<file path="config.mk">
export PLATFORM = sky130hd
export DESIGN_NAME = fla_arbiter
export DESIGN_NICKNAME = d
export VERILOG_FILES = /design/src/pkg/fla_pkg.sv /design/src/core/fla_arbiter.sv
export SDC_FILE = /design/constraint.sdc
export NUM_CORES = 1
export LEC_CHECK = 0
export BUFFER_PORTS_ARGS = -buffer_cell sky130_fd_sc_hd__clkbuf_2
export CELL_PAD_IN_SITES_DETAIL_PLACEMENT = 1
export CELL_PAD_IN_SITES_GLOBAL_PLACEMENT = 1
export CORE_ASPECT_RATIO = 0.5
export CORE_MARGIN = 2
export CORE_UTILIZATION = 45
export CTS_BUF_LIST = sky130_fd_sc_hd__clkbuf_8
export CTS_CLUSTER_SIZE = 10
export DETAILED_ROUTE_END_ITERATION = 8
export PLACE_DENSITY_LB_ADDON = 0.1
export SYNTH_ARGS = -nofsm -noshare
export SYNTH_HDL_FRONTEND = slang
export SYNTH_SLANG_ARGS = --single-unit
</file>
<file path="constraint.sdc">
create_clock -name clk_i -period 19.1 [get_ports clk_i]
set_input_delay 1.91 -clock clk_i [delete_from_list [all_inputs] [get_ports clk_i]]
set_output_delay 1.91 -clock clk_i [all_outputs]
set_load 0.05 [all_outputs]
</file>
<file path="src/pkg/fla_pkg.sv">
package fla_pkg;

	// ****************************************************************
	// Register addresses on the special function register port.
	// ****************************************************************
	localparam logic [7:0] ADDR_IRQ_ENABLE    = 8'hE8;
	localparam logic [7:0] ADDR_EXT_CONTROL   = 8'hC0;
	localparam logic [7:0] ADDR_EXT_ENABLE    = 8'hAD;
	localparam logic [7:0] ADDR_EXT_PRIO_LOW  = 8'hAE;
	localparam logic [7:0] ADDR_EXT_PRIO_HIGH = 8'hAF;
	localparam logic [7:0] ADDR_BASE_PRIO_HI  = 8'hB7;
	localparam logic [7:0] ADDR_BASE_PRIO_LO  = 8'hB8;
	localparam logic [7:0] ADDR_EXT01_CONTROL = 8'hC1;

	// ****************************************************************
	// Reset values and writable masks.
	// ****************************************************************
	localparam logic [7:0] RST_REG        = 8'h00;
	localparam logic [7:0] MASK_IRQ_EN    = 8'hBF;
	localparam logic [7:0] MASK_EXT_BANK  = 8'h3F;
	localparam logic [7:0] MASK_EXT01     = 8'h0F;

	// ****************************************************************
	// Field positions.
	// ****************************************************************
	localparam int BIT_GLOBAL_EN   = 7;
	localparam int BIT_X_EN2       = 2;
	localparam int BIT_X_EN3       = 6;
	localparam int BIT_X_TYPE2     = 0;
	localparam int BIT_X_FLAG2     = 1;
	localparam int BIT_X_POL2      = 3;
	localparam int BIT_X_TYPE3     = 4;
	localparam int BIT_X_FLAG3     = 5;
	localparam int BIT_X_POL3      = 7;
	localparam int BIT_E01_TYPE0   = 0;
	localparam int BIT_E01_FLAG0   = 1;
	localparam int BIT_E01_TYPE1   = 2;
	localparam int BIT_E01_FLAG1   = 3;

	// ****************************************************************
	// Sources in polling order and vector layout.
	// ****************************************************************
	localparam int NUM_SRC = 14;
	localparam int NUM_EXT = 4;
	localparam int SRC_TIMER_A = 1;
	localparam int SRC_TIMER_B = 3;
	localparam logic [15:0] VEC_BASE  = 16'h0003;
	localparam logic [15:0] VEC_STEP  = 16'h0008;
	localparam logic [1:0]  LEVEL_TOP = 2'h3;

	typedef struct packed {
		logic last_cycle;
		logic return_from_irq;
	} fla_instr_t;

	typedef struct packed {
		logic        valid;
		logic [15:0] vector;
		logic [3:0]  source;
		logic [1:0]  level;
	} fla_call_t;

endpackage

</file>
<file path="src/core/fla_arbiter.sv">
// Contract
// - Priority pair 11 highest, 00 lowest.
// - Each source has high and low priority bit.
// - Lower level never preempts running routine.
// - Higher level wins among pending requests.
// - Fixed polling order breaks equal-level ties.
// - Vector is 0003H plus eight per source.
// - Per-source enables, global enable gates all.
// - External inputs level or edge per type.
// - Edge flags cleared on call; level follows pin.
// - Timer A and B flags cleared on call.
// - Other flags never cleared by vectoring.
// - Counter array request ORs seven flags.
// - Keypad and brownout flags raise requests.
// - Software flag writes act like hardware; level-type external flags here ignore them and follow the pin.
// - Flags sampled, polled one clock later.
// - Unblocked pending request issues long call.
// - Equal or higher level in progress blocks.
// - Only final instruction cycle may vector.
// - Return or control write blocks one instruction.
// - Blocked requests are not remembered.
// - Extended priority bits five down to zero.
// - Polarity bit selects high or rising.
module fla_arbiter
(
	// Clock and reset.
	input  wire logic                 clk_i,
	input  wire logic                 rst_i,
	// Special function register port.
	input  wire logic [7:0]           sfr_addr_i,
	input  wire logic                 sfr_we_i,
	input  wire logic [7:0]           sfr_wdata_i,
	output logic      [7:0]           sfr_rdata_o,
	// Instruction sequencer status.
	input  wire fla_pkg::fla_instr_t  instr_i,
	// External interrupt pins, active low by default.
	input  wire logic [3:0]           ext_input_i,
	// Peripheral flags.
	input  wire logic                 timer_a_overflow_i,
	input  wire logic                 timer_b_overflow_i,
	input  wire logic                 timer_c_overflow_i,
	input  wire logic                 timer_c_external_flag_i,
	input  wire logic                 serial_a_rx_flag_i,
	input  wire logic                 serial_a_tx_flag_i,
	input  wire logic                 serial_b_rx_flag_i,
	input  wire logic                 serial_b_tx_flag_i,
	input  wire logic                 sync_serial_flag_i,
	input  wire logic                 converter_done_flag_i,
	input  wire logic                 array_counter_overflow_i,
	input  wire logic [5:0]           array_module_flag_i,
	input  wire logic                 brownout_flag_i,
	input  wire logic                 keypad_match_flag_i,
	// Call request, flag clears and levels in progress.
	output fla_pkg::fla_call_t        call_o,
	output logic                      timer_a_clear_o,
	output logic                      timer_b_clear_o,
	output logic      [3:0]           level_active_o
);

	// ****************************************************************
	// Registers.
	// ****************************************************************
	logic [7:0] irq_enable_reg_q;
	logic [7:0] ext_enable_reg_q;
	logic [7:0] ext_ctrl_q;
	logic [7:0] ext01_ctrl_q;
	logic [7:0] base_prio_high_q;
	logic [7:0] base_prio_low_q;
	logic [7:0] ext_prio_high_q;
	logic [7:0] ext_prio_low_q;
	logic [7:0] rdata_q;

	localparam int NUM_SRC_W = fla_pkg::NUM_SRC;

	logic [3:0] ext_flag_q;
	logic [3:0] ext_active_prev_q;
	logic [NUM_SRC_W-1:0] sample_q;
	logic [3:0] in_progress_q;
	logic       block_pending_q;

	fla_pkg::fla_call_t call_q;
	logic       timer_a_clear_q;
	logic       timer_b_clear_q;

	logic [NUM_SRC_W-1:0] raw_req;
	logic [NUM_SRC_W-1:0] enable_vec;
	logic [NUM_SRC_W-1:0] prio_high_vec;
	logic [NUM_SRC_W-1:0] prio_low_vec;
	logic [3:0] ext_type;
	logic [3:0] ext_pol;
	logic [3:0] ext_sw_we;
	logic [3:0] ext_sw_val;
	logic [3:0] ext_active;
	logic       ctrl_write;
	logic       fire;
	logic       sel_valid;
	logic [3:0] sel_src;
	logic [1:0] sel_level;
	logic       level_blocked;
	logic [3:0] release_mask;

	// ****************************************************************
	// Register writes.
	// ****************************************************************
	always_ff @(posedge clk_i)
	begin
		if (rst_i)
		begin
			irq_enable_reg_q <= fla_pkg::RST_REG;
			ext_enable_reg_q <= fla_pkg::RST_REG;
			base_prio_high_q <= fla_pkg::RST_REG;
			base_prio_low_q  <= fla_pkg::RST_REG;
			ext_prio_high_q  <= fla_pkg::RST_REG;
			ext_prio_low_q   <= fla_pkg::RST_REG;
		end
		else if (sfr_we_i)
		begin
			case (sfr_addr_i)
				fla_pkg::ADDR_IRQ_ENABLE:    irq_enable_reg_q <= sfr_wdata_i & fla_pkg::MASK_IRQ_EN;
				fla_pkg::ADDR_EXT_ENABLE:    ext_enable_reg_q <= sfr_wdata_i & fla_pkg::MASK_EXT_BANK;
				fla_pkg::ADDR_BASE_PRIO_HI:  base_prio_high_q <= sfr_wdata_i;
				fla_pkg::ADDR_BASE_PRIO_LO:  base_prio_low_q  <= sfr_wdata_i;
				// Reserved upper bits are dropped even if software sets them.
				fla_pkg::ADDR_EXT_PRIO_HIGH: ext_prio_high_q  <= sfr_wdata_i & fla_pkg::MASK_EXT_BANK;
				fla_pkg::ADDR_EXT_PRIO_LOW:  ext_prio_low_q   <= sfr_wdata_i & fla_pkg::MASK_EXT_BANK;
				default:
				begin
				end
			endcase
		end
	end

	// Control bits of the external inputs; their flags are held separately.
	always_ff @(posedge clk_i)
	begin
		if (rst_i)
		begin
			ext_ctrl_q   <= fla_pkg::RST_REG;
			ext01_ctrl_q <= fla_pkg::RST_REG;
		end
		else if (sfr_we_i && sfr_addr_i == fla_pkg::ADDR_EXT_CONTROL)
		begin
			ext_ctrl_q <= sfr_wdata_i;
		end
		else if (sfr_we_i && sfr_addr_i == fla_pkg::ADDR_EXT01_CONTROL)
		begin
			ext01_ctrl_q <= sfr_wdata_i & fla_pkg::MASK_EXT01;
		end
	end

	// ****************************************************************
	// Read data, registered one clock after the address.
	// ****************************************************************
	always_ff @(posedge clk_i)
	begin
		if (rst_i)
		begin
			rdata_q <= fla_pkg::RST_REG;
		end
		else
		begin
			case (sfr_addr_i)
				fla_pkg::ADDR_IRQ_ENABLE:    rdata_q <= irq_enable_reg_q;
				fla_pkg::ADDR_EXT_ENABLE:    rdata_q <= ext_enable_reg_q;
				fla_pkg::ADDR_BASE_PRIO_HI:  rdata_q <= base_prio_high_q;
				fla_pkg::ADDR_BASE_PRIO_LO:  rdata_q <= base_prio_low_q;
				fla_pkg::ADDR_EXT_PRIO_HIGH: rdata_q <= ext_prio_high_q;
				fla_pkg::ADDR_EXT_PRIO_LOW:  rdata_q <= ext_prio_low_q;
				fla_pkg::ADDR_EXT_CONTROL:
					rdata_q <= {ext_ctrl_q[7:6], ext_flag_q[3], ext_ctrl_q[4:2], ext_flag_q[2], ext_ctrl_q[0]};
				fla_pkg::ADDR_EXT01_CONTROL:
					rdata_q <= {4'h0, ext_flag_q[1], ext01_ctrl_q[2], ext_flag_q[0], ext01_ctrl_q[0]};
				default:                     rdata_q <= 8'h00;
			endcase
		end
	end

	// ****************************************************************
	// External input flags.
	// ****************************************************************
	always_comb
	begin
		ext_type = {ext_ctrl_q[fla_pkg::BIT_X_TYPE3], ext_ctrl_q[fla_pkg::BIT_X_TYPE2],
		            ext01_ctrl_q[fla_pkg::BIT_E01_TYPE1], ext01_ctrl_q[fla_pkg::BIT_E01_TYPE0]};
		ext_pol  = {ext_ctrl_q[fla_pkg::BIT_X_POL3], ext_ctrl_q[fla_pkg::BIT_X_POL2], 2'b00};
		ext_sw_val = {sfr_wdata_i[fla_pkg::BIT_X_FLAG3], sfr_wdata_i[fla_pkg::BIT_X_FLAG2],
		              sfr_wdata_i[fla_pkg::BIT_E01_FLAG1], sfr_wdata_i[fla_pkg::BIT_E01_FLAG0]};
		ext_sw_we[3:2] = {2{sfr_we_i && sfr_addr_i == fla_pkg::ADDR_EXT_CONTROL}};
		ext_sw_we[1:0] = {2{sfr_we_i && sfr_addr_i == fla_pkg::ADDR_EXT01_CONTROL}};
	end

	genvar ch;
	generate
		for (ch = 0; ch < fla_pkg::NUM_EXT; ch++)
		begin : g_ext
			logic hw_clear;
			logic edge_seen;

			// Pins are low-active unless the polarity bit turns them round.
			assign ext_active[ch] = ext_pol[ch] ? ext_input_i[ch] : ~ext_input_i[ch];
			assign edge_seen      = ext_active[ch] & ~ext_active_prev_q[ch];
			assign hw_clear       = fire && sel_src == 4'((ch < 2) ? ch * 2 : ch + 4);

			always_ff @(posedge clk_i)
			begin
				if (rst_i)
				begin
					ext_active_prev_q[ch] <= 1'b0;
					ext_flag_q[ch]        <= 1'b0;
				end
				else
				begin
					ext_active_prev_q[ch] <= ext_active[ch];
					if (!ext_type[ch])
						ext_flag_q[ch] <= ext_active[ch];
					else if (edge_seen)
						ext_flag_q[ch] <= 1'b1;
					else if (ext_sw_we[ch])
						ext_flag_q[ch] <= ext_sw_val[ch];
					else if (hw_clear)
						ext_flag_q[ch] <= 1'b0;
				end
			end
		end
	endgenerate

	// ****************************************************************
	// Request, enable and priority vectors in polling order.
	// ****************************************************************
	always_comb
	begin
		raw_req = {keypad_match_flag_i,
		           serial_b_rx_flag_i | serial_b_tx_flag_i,
		           brownout_flag_i,
		           array_counter_overflow_i | (|array_module_flag_i),
		           converter_done_flag_i,
		           sync_serial_flag_i,
		           ext_flag_q[3],
		           ext_flag_q[2],
		           timer_c_overflow_i | timer_c_external_flag_i,
		           serial_a_rx_flag_i | serial_a_tx_flag_i,
		           timer_b_overflow_i,
		           ext_flag_q[1],
		           timer_a_overflow_i,
		           ext_flag_q[0]};
		enable_vec = {ext_enable_reg_q[5:0], ext_ctrl_q[fla_pkg::BIT_X_EN3], ext_ctrl_q[fla_pkg::BIT_X_EN2],
		              irq_enable_reg_q[5:0]};
		prio_high_vec = {ext_prio_high_q[5:0], base_prio_high_q};
		prio_low_vec  = {ext_prio_low_q[5:0], base_prio_low_q};
	end

	// Flags are sampled here and polled from the sample a clock later.
	always_ff @(posedge clk_i)
	begin
		if (rst_i)
			sample_q <= '0;
		else
			sample_q <= raw_req;
	end

	// ****************************************************************
	// Selection.
	// ****************************************************************
	always_comb
	begin
		logic [NUM_SRC_W-1:0] pend;
		logic [1:0]           lvl;
		lvl       = 2'b00;
		pend      = sample_q & enable_vec & {NUM_SRC_W{irq_enable_reg_q[fla_pkg::BIT_GLOBAL_EN]}};
		sel_valid = 1'b0;
		sel_src   = 4'h0;
		sel_level = 2'b00;
		// Ascending scan with strict compare keeps the first source of the best level.
		for (int i = 0; i < NUM_SRC_W; i++)
		begin
			lvl = {prio_high_vec[i], prio_low_vec[i]};
			if (pend[i] && (!sel_valid || lvl > sel_level))
			begin
				sel_valid = 1'b1;
				sel_src   = 4'(i);
				sel_level = lvl;
			end
		end
	end

	always_comb
	begin
		level_blocked = 1'b0;
		for (int j = 0; j < 4; j++)
			if (in_progress_q[j] && 2'(j) >= sel_level)
				level_blocked = 1'b1;
	end

	// A register of the block, or a return, blocks the rest of the instruction.
	assign ctrl_write = sfr_we_i && (sfr_addr_i == fla_pkg::ADDR_IRQ_ENABLE
	                    || sfr_addr_i == fla_pkg::ADDR_EXT_CONTROL || sfr_addr_i == fla_pkg::ADDR_EXT_ENABLE
	                    || sfr_addr_i == fla_pkg::ADDR_EXT_PRIO_LOW || sfr_addr_i == fla_pkg::ADDR_EXT_PRIO_HIGH
	                    || sfr_addr_i == fla_pkg::ADDR_BASE_PRIO_HI || sfr_addr_i == fla_pkg::ADDR_BASE_PRIO_LO
	                    || sfr_addr_i == fla_pkg::ADDR_EXT01_CONTROL);

	// Nothing is latched per request: each cycle decides from the current sample.
	assign fire = sel_valid && !level_blocked && instr_i.last_cycle
	              && !instr_i.return_from_irq && !ctrl_write && !block_pending_q;

	always_ff @(posedge clk_i)
	begin
		if (rst_i)
			block_pending_q <= 1'b0;
		else if (instr_i.last_cycle)
			block_pending_q <= 1'b0;
		else if (ctrl_write || instr_i.return_from_irq)
			block_pending_q <= 1'b1;
	end

	// ****************************************************************
	// Levels in progress.
	// ****************************************************************
	always_comb
	begin
		release_mask = 4'h0;
		for (int k = 0; k < 4; k++)
			if (in_progress_q[k])
				release_mask = 4'h1 << k;
	end

	always_ff @(posedge clk_i)
	begin
		if (rst_i)
			in_progress_q <= 4'h0;
		else if (fire)
			in_progress_q <= in_progress_q | (4'h1 << sel_level);
		else if (instr_i.return_from_irq && instr_i.last_cycle)
			in_progress_q <= in_progress_q & ~release_mask;
	end

	// ****************************************************************
	// Call outputs.
	// ****************************************************************
	always_ff @(posedge clk_i)
	begin
		if (rst_i)
		begin
			call_q          <= '0;
			timer_a_clear_q <= 1'b0;
			timer_b_clear_q <= 1'b0;
		end
		else
		begin
			call_q.valid    <= fire;
			call_q.source   <= sel_src;
			call_q.level    <= sel_level;
			call_q.vector   <= fla_pkg::VEC_BASE + 16'(sel_src) * fla_pkg::VEC_STEP;
			timer_a_clear_q <= fire && sel_src == 4'(fla_pkg::SRC_TIMER_A);
			timer_b_clear_q <= fire && sel_src == 4'(fla_pkg::SRC_TIMER_B);
		end
	end

	// Remaining peripheral flags get no clear here; they stay with software.
	assign sfr_rdata_o     = rdata_q;
	assign call_o          = call_q;
	assign timer_a_clear_o = timer_a_clear_q;
	assign timer_b_clear_o = timer_b_clear_q;
	assign level_active_o  = in_progress_q;

endmodule

</file>
# Yosys cells after proc, flatten, opt, wreduce, memory -nomap -nowiden
# Index checks and enable logic that the tools add are counted.
# W data, S select, Z words.
totals:
  regBits: 112
  inputBits: 44
  output_inout_bits: 37
  word_cells: 235
classes:
  addsub: 1
  n_lt_le_gt_ge: 17
  eq_ne: 17
  shift: 1
  muxes: 70
  bitwise_logic: 22
  n_reduce_logical: 81
op_table:
  columns: ["cell", "n"]
  rows:
  - ["$mux W4", 17]
  - ["$eq A8 B8 Y1 const B", 8]
  - ["$pmux W8 S8", 1]
  - ["$mux W1", 38]
  - ["$logic_and A1 B1 Y1", 32]
  - ["$and A14 B14 Y14", 2]
  - ["$mux W2", 14]
  - ["$gt A2 B2 Y1", 13]
  - ["$logic_or A1 B1 Y1", 21]
  - ["$logic_not A1 Y1", 17]
  - ["$ne A4 B1 Y1 const B", 4]
  - ["$reduce_and A2 Y1", 7]
  - ["$not A1 Y1", 9]
  - ["$add A2 B7 Y8 const A", 1]
  - ["$eq A4 B2 Y1 const B", 2]
  - ["$eq A4 B3 Y1 const B", 2]
  - ["$reduce_or A6 Y1", 1]
  - ["$and A1 B1 Y1", 4]
  - ["$and A4 B4 Y4", 1]
  - ["$eq A4 B1 Y1 const B", 1]
  - ["$ge A1 B2 Y1 const A", 2]
  - ["$ge A2 B2 Y1 const A", 2]
  - ["$logic_not A4 Y1", 1]
  - ["$not A4 Y4", 1]
  - ["5 further kinds", 8]

# Logic depth before layout (Yosys ltp)
# Gate-level depths: netlist (run 1).
logic_depth:
  ltp_word: 72
  mapped_depth: 89

# Worst setup path before layout (run 1)
# Ideal clock, no wire load.
synth_timing:
  path_kind: "flip-flop to flip-flop"
  startpoint: "reg irq_enable_reg_q[0]"
  endpoint: "reg ext_flag_q[1]"
  setup_time_ns: 0.122
  t_arrival_ns: 16.507
  required_time_ns: 18.978
  setup_slack_ns: 2.471
  path_stages_with_launch: 84
  period_less_slack_ns: 16.629
  cell_sequence: "dfxtp_1 and4_2 inv_1 ha_1 nor2b_1 o311ai_4 mux2_4 inv_2 ha_1 nor2b_1 o21a_1 o21bai_1 mux2_2 ha_1 nand2_1 o21ai_0 a21oi_4 and2_1 [... 48 more ...] o211a_1 a31o_2 o31ai_1 ha_1 a21oi_1 a21oi_1 o21ai_4 mux2_2 ha_1 nor2b_1 o21ai_0 o31ai_2 a21boi_2 nand2_1 nor4b_4 nand3_1 nor4b_2 a21oi_1"
synth_via:
  elab_chain_cells: 69
  word_cells_on_any_way: 116
  cone_classes: "order compare (17); eq/ne (2); mux (45); bitwise (2); reduce/logical (50)"
synth_rtl:
  columns: ["item", "line_no", "rtl"]
  rows:
  - ["start, declared", "fla_arbiter.sv:63", "logic [7:0] irq_enable_reg_q;"]
  - ["start signal, assigned", "fla_arbiter.sv:109", "irq_enable_reg_q <= fla_pkg::RST_REG;"]
  - ["start signal, assigned", "fla_arbiter.sv:119", "fla_pkg::ADDR_IRQ_ENABLE: irq_enable_reg_q <= sfr_wdata_i & fla_pkg::MASK_IRQ_EN;"]
  - ["$and A14 B14 Y14 (*) (2 in a row)", "fla_arbiter.sv:269", "pend = sample_q & enable_vec & {NUM_SRC_W{irq_enable_reg_q[fla_pkg::BIT_GLOBAL_EN]}};"]
  - ["$mux W2 / $mux W1 (equally long branches)", "fla_arbiter.sv:277", "if (pend[i] && (!sel_valid || lvl > sel_level))"]
  - ["$gt A2 B2 Y1 / $logic_not A1 Y1 (equally long branches)", "fla_arbiter.sv:277", null]
  - ["$logic_or A1 B1 Y1", "fla_arbiter.sv:277", null]
  - ["$logic_and A1 B1 Y1", "fla_arbiter.sv:277", null]
  - ["$mux W2 / $mux W1 (equally long branches)", "fla_arbiter.sv:277", null]
  - ["$gt A2 B2 Y1 / $logic_not A1 Y1 (equally long branches)", "fla_arbiter.sv:277", null]
  - ["$logic_or A1 B1 Y1", "fla_arbiter.sv:277", null]
  - ["[... 46 more ...]", null, null]
  - ["$ge A1 B2 Y1", "fla_arbiter.sv:290", "if (in_progress_q[j] && 2'(j) >= sel_level)"]
  - ["$logic_and A1 B1 Y1", "fla_arbiter.sv:290", null]
  - ["$mux W1 (4 in a row)", "fla_arbiter.sv:290", null]
  - ["$logic_not A1 Y1", "fla_arbiter.sv:302", "assign fire = sel_valid && !level_blocked && instr_i.last_cycle"]
  - ["$logic_and A1 B1 Y1 (2 in a row)", "fla_arbiter.sv:302", null]
  - ["$logic_and A1 B1 Y1 (3 in a row)", "fla_arbiter.sv:303", "&& !instr_i.return_from_irq && !ctrl_write && !block_pending_q;"]
  - ["$logic_and A1 B1 Y1 (*)", "fla_arbiter.sv:202", "assign hw_clear = fire && sel_src == 4'((ch < 2) ? ch * 2 : ch + 4);"]
  - ["$ne A4 B1 Y1 (no source line) (*)", null, null]
  - ["end signal, assigned by index", "fla_arbiter.sv:215", "ext_flag_q[ch] <= ext_active[ch];"]
  - ["end signal, assigned by index", "fla_arbiter.sv:219", "ext_flag_q[ch] <= ext_sw_val[ch];"]
  - ["end, declared", "fla_arbiter.sv:75", "logic [3:0] ext_flag_q;"]
# Mark *: on every way between the ends. The rest lies on a longest branch, timed or not.
# A chain may end at the register's enable or synchronous reset.

# Final worst setup path (run 1)
layout_timing:
  startpoint: "reg sample_q[0]"
  endpoint: "reg ext_flag_q[1]"
layout_via:
  elab_chain_cells: 69
  word_cells_on_any_way: 116
  cone_classes: "order compare (17); eq/ne (2); mux (45); bitwise (2); reduce/logical (50)"
layout_rtl:
  columns: ["item", "line_no", "rtl"]
  rows:
  - ["start, declared", "fla_arbiter.sv:77", "logic [NUM_SRC_W-1:0] sample_q;"]
  - ["start signal, assigned", "fla_arbiter.sv:258", "sample_q <= raw_req;"]
  - ["$and A14 B14 Y14 (*) (2 in a row)", "fla_arbiter.sv:269", null]
  - ["$mux W2 / $mux W1 (equally long branches)", "fla_arbiter.sv:277", null]
  - ["$gt A2 B2 Y1 / $logic_not A1 Y1 (equally long branches)", "fla_arbiter.sv:277", null]
  - ["$logic_or A1 B1 Y1", "fla_arbiter.sv:277", null]
  - ["$logic_and A1 B1 Y1", "fla_arbiter.sv:277", null]
  - ["$mux W2 / $mux W1 (equally long branches)", "fla_arbiter.sv:277", null]
  - ["$gt A2 B2 Y1 / $logic_not A1 Y1 (equally long branches)", "fla_arbiter.sv:277", null]
  - ["$logic_or A1 B1 Y1", "fla_arbiter.sv:277", null]
  - ["[... 46 more ...]", null, null]
  - ["$ge A1 B2 Y1", "fla_arbiter.sv:290", null]
  - ["$logic_and A1 B1 Y1", "fla_arbiter.sv:290", null]
  - ["$mux W1 (4 in a row)", "fla_arbiter.sv:290", null]
  - ["$logic_not A1 Y1", "fla_arbiter.sv:302", null]
  - ["$logic_and A1 B1 Y1 (2 in a row)", "fla_arbiter.sv:302", null]
  - ["$logic_and A1 B1 Y1 (3 in a row)", "fla_arbiter.sv:303", null]
  - ["$logic_and A1 B1 Y1 (*)", "fla_arbiter.sv:202", null]
  - ["$ne A4 B1 Y1 (no source line) (*)", null, null]
# Marked as above.

==> run summary, run 1 <==
• maximum number of pins on one net before global-route repair: 84
• routability cong.: 0.8829
• synthesized area: 5693 µm²
• critical path capture point type: flip-flop
• total number of placement rows: 28
• Max VDD drop: 30.90 µV
• number of buffers inserted during clock tree synthesis: 9
• Worst Hold Path Cells: 2
• area of the multi-input gates: 3585 µm²
• signed area change from the synthesized netlist to the final layout: 12.81%
• horizontal die dimension: 163.1 µm
• Die Outline Area: 13,620 µm²
• clock skew: 0.01203 ns
• storage element area: 1883 µm²
• Root Driver: sky130_fd_sc_hd__clkbuf_8
• beginning of the worst hold path: ext_prio_low_q[5]
• Placed Instances: 893
• CP required: 19.37 ns
• number of global-route vias before repair: 5,420
• die extent in y: 83.54 µm
• post-synthesis cell type count: 97
• drt wl/cell: 20.97 µm
• clock input transition at the sequential cells of the worst setup and hold paths: 0.10 ns
• Tot GR Track Use: 28.59%
• drt drc: 0
• max-capacitance violation count: 0
• number of storage elements in the synthesis netlist: 94
• total count of max-transition violations in the final report: 0
• synth warn: 0
• TritonCTS Sinks: 94
• Max H-tree Level: 3
• initial antenna violation count: 1
• register-to-register path setup slack: 1.13 ns
• wire length of the first global-routing pass: 30,100 µm
• final period utilization: 94.10%
• number of search-and-repair iterations in the first detailed-routing pass: 7
• Worst Reg-to-Reg Cells: 85
• aggregate global routing overflow: 0
• nature of the critical path startpoint: flip-flop
• endpoint of the most critical register-to-register path: ext_flag_q[1]
• PortBufs: 70
• DRT iter0 DRCs: 412
• path class of the lowest-slack min-delay path: reg -> reg
• main flop type after synthesis: sky130_fd_sc_hd__dfxtp_1
• arrival time of the worst setup path: 18.25 ns
• hold bufs inserted after CTS: 0
• Largest stage delay, worst path: 0.52 ns
• Static Leak: 2.617 nW
• max frequency: 55.64 MHz
• status: finished, final reports clean
• end point of the worst hold path: ext_prio_low_q[5]
• cell type with the highest occurrence count on the critical path: sky130_fd_sc_hd__ha_1
• pre-CTS WS: 0.1706 ns
• DR vias: 5,615
• clk buf depth: 2
• final non-filler cell total: 917
• per-cell via count in the routed design: 6.123
• worst-case headroom to the max-slew limit: 30.65%
• # IOs: 81
• slew at the pin closest to its max-slew limit: 1.036 ns
• fin nets: 813
• final cell utilization of the core: 53.14%
• later-pin clock latency in the skew report: 0.38 ns
• Avg Synthesized Cell Area: 8.335 µm²
• Crit-path slowest cell: sky130_fd_sc_hd__nor4_1
• power per cell area: 54.62 nW/µm²
• worst reg2reg startpoint: sample_q[0]
• clock tree from TritonCTS: built
• remaining antenna violation count: 0
• starting density of the core: 47.10%
• highest net fanout along the worst path: 7
• final setup vio count: 0
• Min Clock Period, post-route: 17.97 ns
• Final Hold Fails: 0
• core box area: 12,090 µm²
• Synth async-reset ratio: 0%
• startpoint-to-endpoint class of the critical path: reg -> reg
• part of the Yosys area used for sequential elements: 33.05%
• synthesized instance count: 683
• Ant. Diodes: 0
• layout cell share with drive strength beyond 1: 23.14%
• number of enable-type register cells in the synthesized netlist: 0
• fill cell total of the finished layout: 1,495
• DP HPWL: 14,890 µm
• routed wire length: 19,230 µm
• min setup slack post-route: 1.126 ns
[cell type report]
type / instances / share of cell area, %
clock buffers: 9 / 1.929
clock inverters: 6 / 0.7013
inverters: 24 / 1.403
multi-input cells: 531 / 55.82
flip-flops and latches: 94 / 29.32
well taps: 165 / 3.214
repair buffers: 88 / 7.617
[critical path: cells and delay by family (launching register included)]
kind                     cells  cell delay (ns)
multiplexers                 5             1.79
flip-flops                   1             0.45
AND/OR/NAND/NOR             29             5.24
AO/OA/AOI/OAI               35             6.49
buffers and inverters        3             0.30
adder cells (fa/ha/maj)     13             3.59
[cells in the mapped netlist, types with 4 or more instances]
cell	count	area [µm²]
sky130_fd_sc_hd__a211oi_1	5	37.54
sky130_fd_sc_hd__a21o_1	4	30.03
sky130_fd_sc_hd__a21oi_1	52	260.3
sky130_fd_sc_hd__a221oi_1	5	43.79
sky130_fd_sc_hd__a222oi_1	5	50.05
sky130_fd_sc_hd__a22o_1	9	78.83
sky130_fd_sc_hd__a22oi_1	7	52.55
sky130_fd_sc_hd__a31oi_1	18	112.6
sky130_fd_sc_hd__and2_1	4	25.02
sky130_fd_sc_hd__and2_2	4	30.03
sky130_fd_sc_hd__and3_1	13	81.33
sky130_fd_sc_hd__and3_2	4	30.03
sky130_fd_sc_hd__buf_1	5	18.77
sky130_fd_sc_hd__buf_4	15	112.6
sky130_fd_sc_hd__clkbuf_1	19	71.32
sky130_fd_sc_hd__dfxtp_1	94	1882
sky130_fd_sc_hd__ha_1	21	262.8
sky130_fd_sc_hd__inv_1	23	86.33
sky130_fd_sc_hd__mux2i_1	22	220.2
sky130_fd_sc_hd__nand2_1	83	311.6
sky130_fd_sc_hd__nand2b_1	5	31.28
sky130_fd_sc_hd__nand3_1	36	180.2
sky130_fd_sc_hd__nand4_1	4	25.02
sky130_fd_sc_hd__nor2_1	73	274.0
sky130_fd_sc_hd__nor2b_1	17	106.4
sky130_fd_sc_hd__nor3_1	12	60.06
sky130_fd_sc_hd__nor4_1	7	43.79
sky130_fd_sc_hd__o211ai_1	5	37.54
sky130_fd_sc_hd__o21a_1	4	30.03
sky130_fd_sc_hd__o21ai_0	10	50.05
sky130_fd_sc_hd__o31ai_1	4	30.03
sky130_fd_sc_hd__or2_2	7	43.79
[stage by stage]
| step | hold slack [ns] | TNS (ns) | area [µm²] | total power [mW] |
|---|---|---|---|---|
| floorplan | 0.4418 | 0 | 5727 | 0.2208 |
| global placement | 0.4648 | 0 | 6113 | 0.2281 |
| detailed placement | 0.4741 | 0 | 6113 | 0.2287 |
| CTS | 0.4844 | 0 | 6282 | 0.3527 |
| global route | 0.5066 | -0.08721 | 6422 | 0.3633 |
| finish | 0.4846 | 0 | 6422 | 0.3508 |
[worst max path at each step]
stage / start / end / slack [ns] / depth (start not counted)
4_1_cts: irq_enable_reg_q[0] / ext_flag_q[1] / 0.1 / 82
2_1_floorplan: irq_enable_reg_q[0] / ext_flag_q[1] / 2.47 / 83
3_5_place_dp: irq_enable_reg_q[0] / ext_flag_q[1] / 0.17 / 82
5_1_grt: sample_q[0] / ext_flag_q[1] / -0.07 / 84
3_3_place_gp: irq_enable_reg_q[0] / ext_flag_q[2] / 0.70 / 82
6_report: sample_q[0] / ext_flag_q[1] / 1.13 / 85
[report_power, final]
part / switching (mW) / leakage (nW) / internal, mW / total [mW]
sequential: 0.00218 / 0.764 / 0.199 / 0.201
combinational: 0.0175 / 1.76 / 0.00631 / 0.0238
clock: 0.0780 / 0.0907 / 0.0482 / 0.126
[cells in the final DEF, fill, tap and decap left out, types with 13 or more instances in the layout]
cell | Yosys | final
sky130_fd_sc_hd__dfxtp_1 | 94 | 93
sky130_fd_sc_hd__ha_1 | 21 | 21
sky130_fd_sc_hd__nand2_1 | 83 | 82
sky130_fd_sc_hd__clkbuf_2 | 0 | 70
sky130_fd_sc_hd__a31oi_1 | 18 | 17
sky130_fd_sc_hd__a21oi_1 | 52 | 52
sky130_fd_sc_hd__and3_1 | 13 | 13
sky130_fd_sc_hd__mux2i_1 | 22 | 21
sky130_fd_sc_hd__nand3_1 | 36 | 36
sky130_fd_sc_hd__buf_4 | 15 | 17
sky130_fd_sc_hd__nor2_1 | 73 | 73
sky130_fd_sc_hd__nor2b_1 | 17 | 17
sky130_fd_sc_hd__inv_1 | 23 | 23
[state kept, by name, indices dropped and copies added, names as in the netlist, 6 cells and up]
name / count
base_prio_high_q: 8
base_prio_low_q: 8
call_o: 8
ext_ctrl_q: 6
ext_enable_reg_q: 6
ext_prio_high_q: 6
ext_prio_low_q: 6
irq_enable_reg_q: 7
sample_q: 14
sfr_rdata_o: 8
[cell families after synthesis]
| group | count (synthesis) | share of synthesized area, % |
|---|---|---|
| simple gates | 292 | 25.76 |
| compound gates | 179 | 25.45 |
| flops | 94 | 33.05 |
| buf+inv | 67 | 5.758 |
| mux | 27 | 4.989 |
| fa+ha+maj | 21 | 4.615 |
| xor+xnor | 2 | 0.3077 |
| other cells | 1 | 0.06587 |
[what timing repair did]
action,4_1_cts,5_1_grt
endpoints found under the setup margin,0,17
resized for setup,0,16
setup buffers,0,9
endpoints found under the hold margin,0,0
[metal layers]
layer / wire, µm / up-vias / track usage [%] / part of all wire, %
li1: - / 2606 / - / -
met1: 9539 / 2781 / 42.48 / 50
met2: 8049 / 206 / 42.57 / 42
met3: 1396 / 22 / 5.614 / 7.3
met4: 245 / 0 / 5.953 / 1.3
met5: 0 / - / 0 / 0
Power figures use the tool's default switching activity.
==> run 2: changes to the inputs <==
clock period = 17 ns   (was 19.1 ns; I/O delays follow)
==> run 2 against run 1 <==
Setup slack worse by 0.62 ns. Sequential cell count stayed put. Count of clock-buffer cells in the layout is 1 higher. Critical path depth is 2 higher. Power is 14% higher. Global-route usage is 0.62 points higher. Non-clock buffer count is 39 higher. Utilization is 5.4 points higher. Critical path type unchanged.
==> run summary, run 2 (same netlist as run 1, synthesis figures left out) <==
• maximum number of pins on one net before global-route repair: 84, unchanged
• slew at the pin closest to its max-slew limit: 1.067 ns, was 1.036 ns
• Root Driver: sky130_fd_sc_hd__clkbuf_8, unchanged
• die extent in y: 83.54 µm, unchanged
• later-pin clock latency in the skew report: 0.39 ns, was 0.38 ns
• Crit-path slowest cell: sky130_fd_sc_hd__nor4b_4, was sky130_fd_sc_hd__nor4_1
• DP HPWL: 15,000 µm, was 14,890 µm
• Tot GR Track Use: 29.21%, was 28.59%
• final period utilization: 97.02%, was 94.10%
• GR Util met3: 8.147%, was 5.614%
• signed area change from the synthesized netlist to the final layout: 24.20%, was 12.81%
• clk buf depth: 2, unchanged
• area of all placed cells without fillers: 7071 µm², was 6422 µm²
• clock input transition at the sequential cells of the worst setup and hold paths: 0.10 ns, about the same
• arrival time of the worst setup path: 16.77 ns, was 18.25 ns
• max frequency: 60.63 MHz, was 55.64 MHz
• final setup vio count: 0, unchanged
• routability cong.: 0.9125, was 0.8829
• horizontal die dimension: 163.1 µm, unchanged
• drt wl/cell: 21.51 µm, was 20.97 µm
• Final Hold Fails: 0, unchanged
• global routing's busiest layer: met2, unchanged
• Max H-tree Level: 3, unchanged
• fill cell total of the finished layout: 1,455, was 1,495
• clock skew: 0.01333 ns, was 0.01203 ns
• drt drc: 0, unchanged
• wire length of the first global-routing pass: 30,790 µm, was 30,100 µm
• commonest non-fill, non-tap cells in the layout: sky130_fd_sc_hd__dfxtp_1 (90), sky130_fd_sc_hd__nand2_1 (80), sky130_fd_sc_hd__clkbuf_2 (70), was sky130_fd_sc_hd__dfxtp_1 (93), sky130_fd_sc_hd__nand2_1 (82), sky130_fd_sc_hd__nor2_1 (73)
• remaining antenna violation count: 0, unchanged
• routed wire length: 20,610 µm, was 19,230 µm
• DR vias: 5,790, was 5,615
• cell family with most CP delay: compound AO/OA/AOI/OAI gates, unchanged
• most common cell after layout, fill and taps aside: sky130_fd_sc_hd__dfxtp_1, unchanged
• Die Outline Area: 13,620 µm², unchanged
• path class of the lowest-slack min-delay path: reg -> reg, unchanged
• Cell Area, Placed: 6211 µm², was 6113 µm²
• final cell utilization of the core: 58.50%, was 53.14%
• CP required: 17.28 ns, was 19.37 ns
• clock tree from TritonCTS: built, unchanged
• WP buf/inv: 4, was 3
• number of global-route vias before repair: 5,644, was 5,420
• fin nets: 852, was 813
• power per cell area: 56.65 nW/µm², was 54.62 nW/µm²
• per-cell via count in the routed design: 6.044, was 6.123
• met2 capacity usage during global routing: 44.07%, was 42.57%
• layout cell share with drive strength beyond 1: 33.33%, was 23.14%
• Max VDD drop: 39.88 µV, was 30.90 µV
• total count of max-transition violations in the final report: 0, unchanged
• Static Leak: 2.893 nW, was 2.617 nW
• starting density of the core: 47.10%, unchanged
• aggregate global routing overflow: 0, unchanged
• startpoint-to-endpoint class of the critical path: reg -> reg, unchanged
• PortBufs: 70, unchanged
• TritonCTS Sinks: 94, unchanged
• setup tns final: 0 ns, unchanged
• highest net fanout along the worst path: 4, was 7
• max FFs per register: 14, unchanged
• worst hold margin: 0.4928 ns, was 0.4846 ns
• number of search-and-repair iterations in the first detailed-routing pass: 5, was 7
• initial antenna violation count: 0, was 1
• met1 global-route usage: 41.47%, was 42.48%
• Min Clock Period, post-route: 16.49 ns, was 17.97 ns
• DRT iter0 DRCs: 515, was 412
• total number of placement rows: 28, unchanged
• max-capacitance violation count: 0, unchanged
• number of buffers inserted during clock tree synthesis: 9, unchanged
• status: finished, final reports clean, unchanged
• core box area: 12,090 µm², unchanged
• critical path capture point type: flip-flop, unchanged
• largest reg by FF count: sample_q, unchanged
• nature of the critical path startpoint: flip-flop, unchanged
• worst-case headroom to the max-slew limit: 28.31%, was 30.65%
• # IOs: 81, unchanged
• Largest stage delay, worst path: 0.43 ns, was 0.52 ns
## run 2: final timing paths
| path | startpoint | endpoint | slack [ns] | cells after the start |
|---|---|---|---|---|
| setup / recovery | sample_q[0] | ext_flag_q[2] | 0.51 | 87 |
| hold / removal | ext_enable_reg_q[3] | ext_enable_reg_q[3] | 0.49 | 2 |
| setup reg to reg | sample_q[0] | ext_flag_q[2] | 0.51 | 87 |
| hold reg to reg | ext_enable_reg_q[3] | ext_enable_reg_q[3] | 0.49 | 2 |
## run 2: worst register-to-register path: cells and delay by family, from the launching register on
family | cells | cell delay (ns)
adder cells (fa/ha/maj) | 13 | 3.50
AND/OR/NAND/NOR | 29 | 4.28
AO/OA/AOI/OAI | 36 | 6.08
multiplexers | 5 | 1.63
buffers and inverters | 4 | 0.55
flip-flops | 1 | 0.37
## run 2: area by class of cell
type | count | area (µm²) | area share [%]
antenna | 1 | 2.502 | 0.03539
multi-input combinational | 531 | 3906 | 55.25
clock inverter | 6 | 47.55 | 0.6724
timing repair buffer | 127 | 785.8 | 11.11
sequential | 94 | 1892 | 26.76
inverter | 24 | 92.59 | 1.310
tap | 165 | 206.4 | 2.920
clock buffer | 10 | 137.6 | 1.947
## run 2: what timing repair did
item	4_1_cts	5_1_grt
hold buffers	0	0
setup buffers	5	31
resized for setup	20	74
endpoints found under the setup margin	15	17
pin swaps	7	50
## run 2: where the power goes
| part | internal (mW) | switching, mW | total [mW] |
|---|---|---|---|
| Clock | 0.0580 | 0.0897 | 0.148 |
| Combinational | 0.00749 | 0.0201 | 0.0275 |
| Sequential | 0.223 | 0.00225 | 0.225 |
## run 2: per-layer routing
metal  vias up  part of all wire (%)
li1       2695                     -
met1      2848                    47
met2       214                    44
met3        33                   8.0
met4         0                   1.3
met5         -                     0
## run 2: through the flow
| stage | instances | power [mW] | setup slack, ns |
|---|---|---|---|
| after floorplan | 692 | 0.2480 | 0.3707 |
| after global placement | 906 | 0.2562 | -0.1104 |
| after detailed placement | 906 | 0.2566 | -0.7377 |
| after CTS | 927 | 0.4000 | 0.005636 |
| after global routing | 957 | 0.4145 | -0.2451 |
| final | 958 | 0.4005 | 0.5061 |
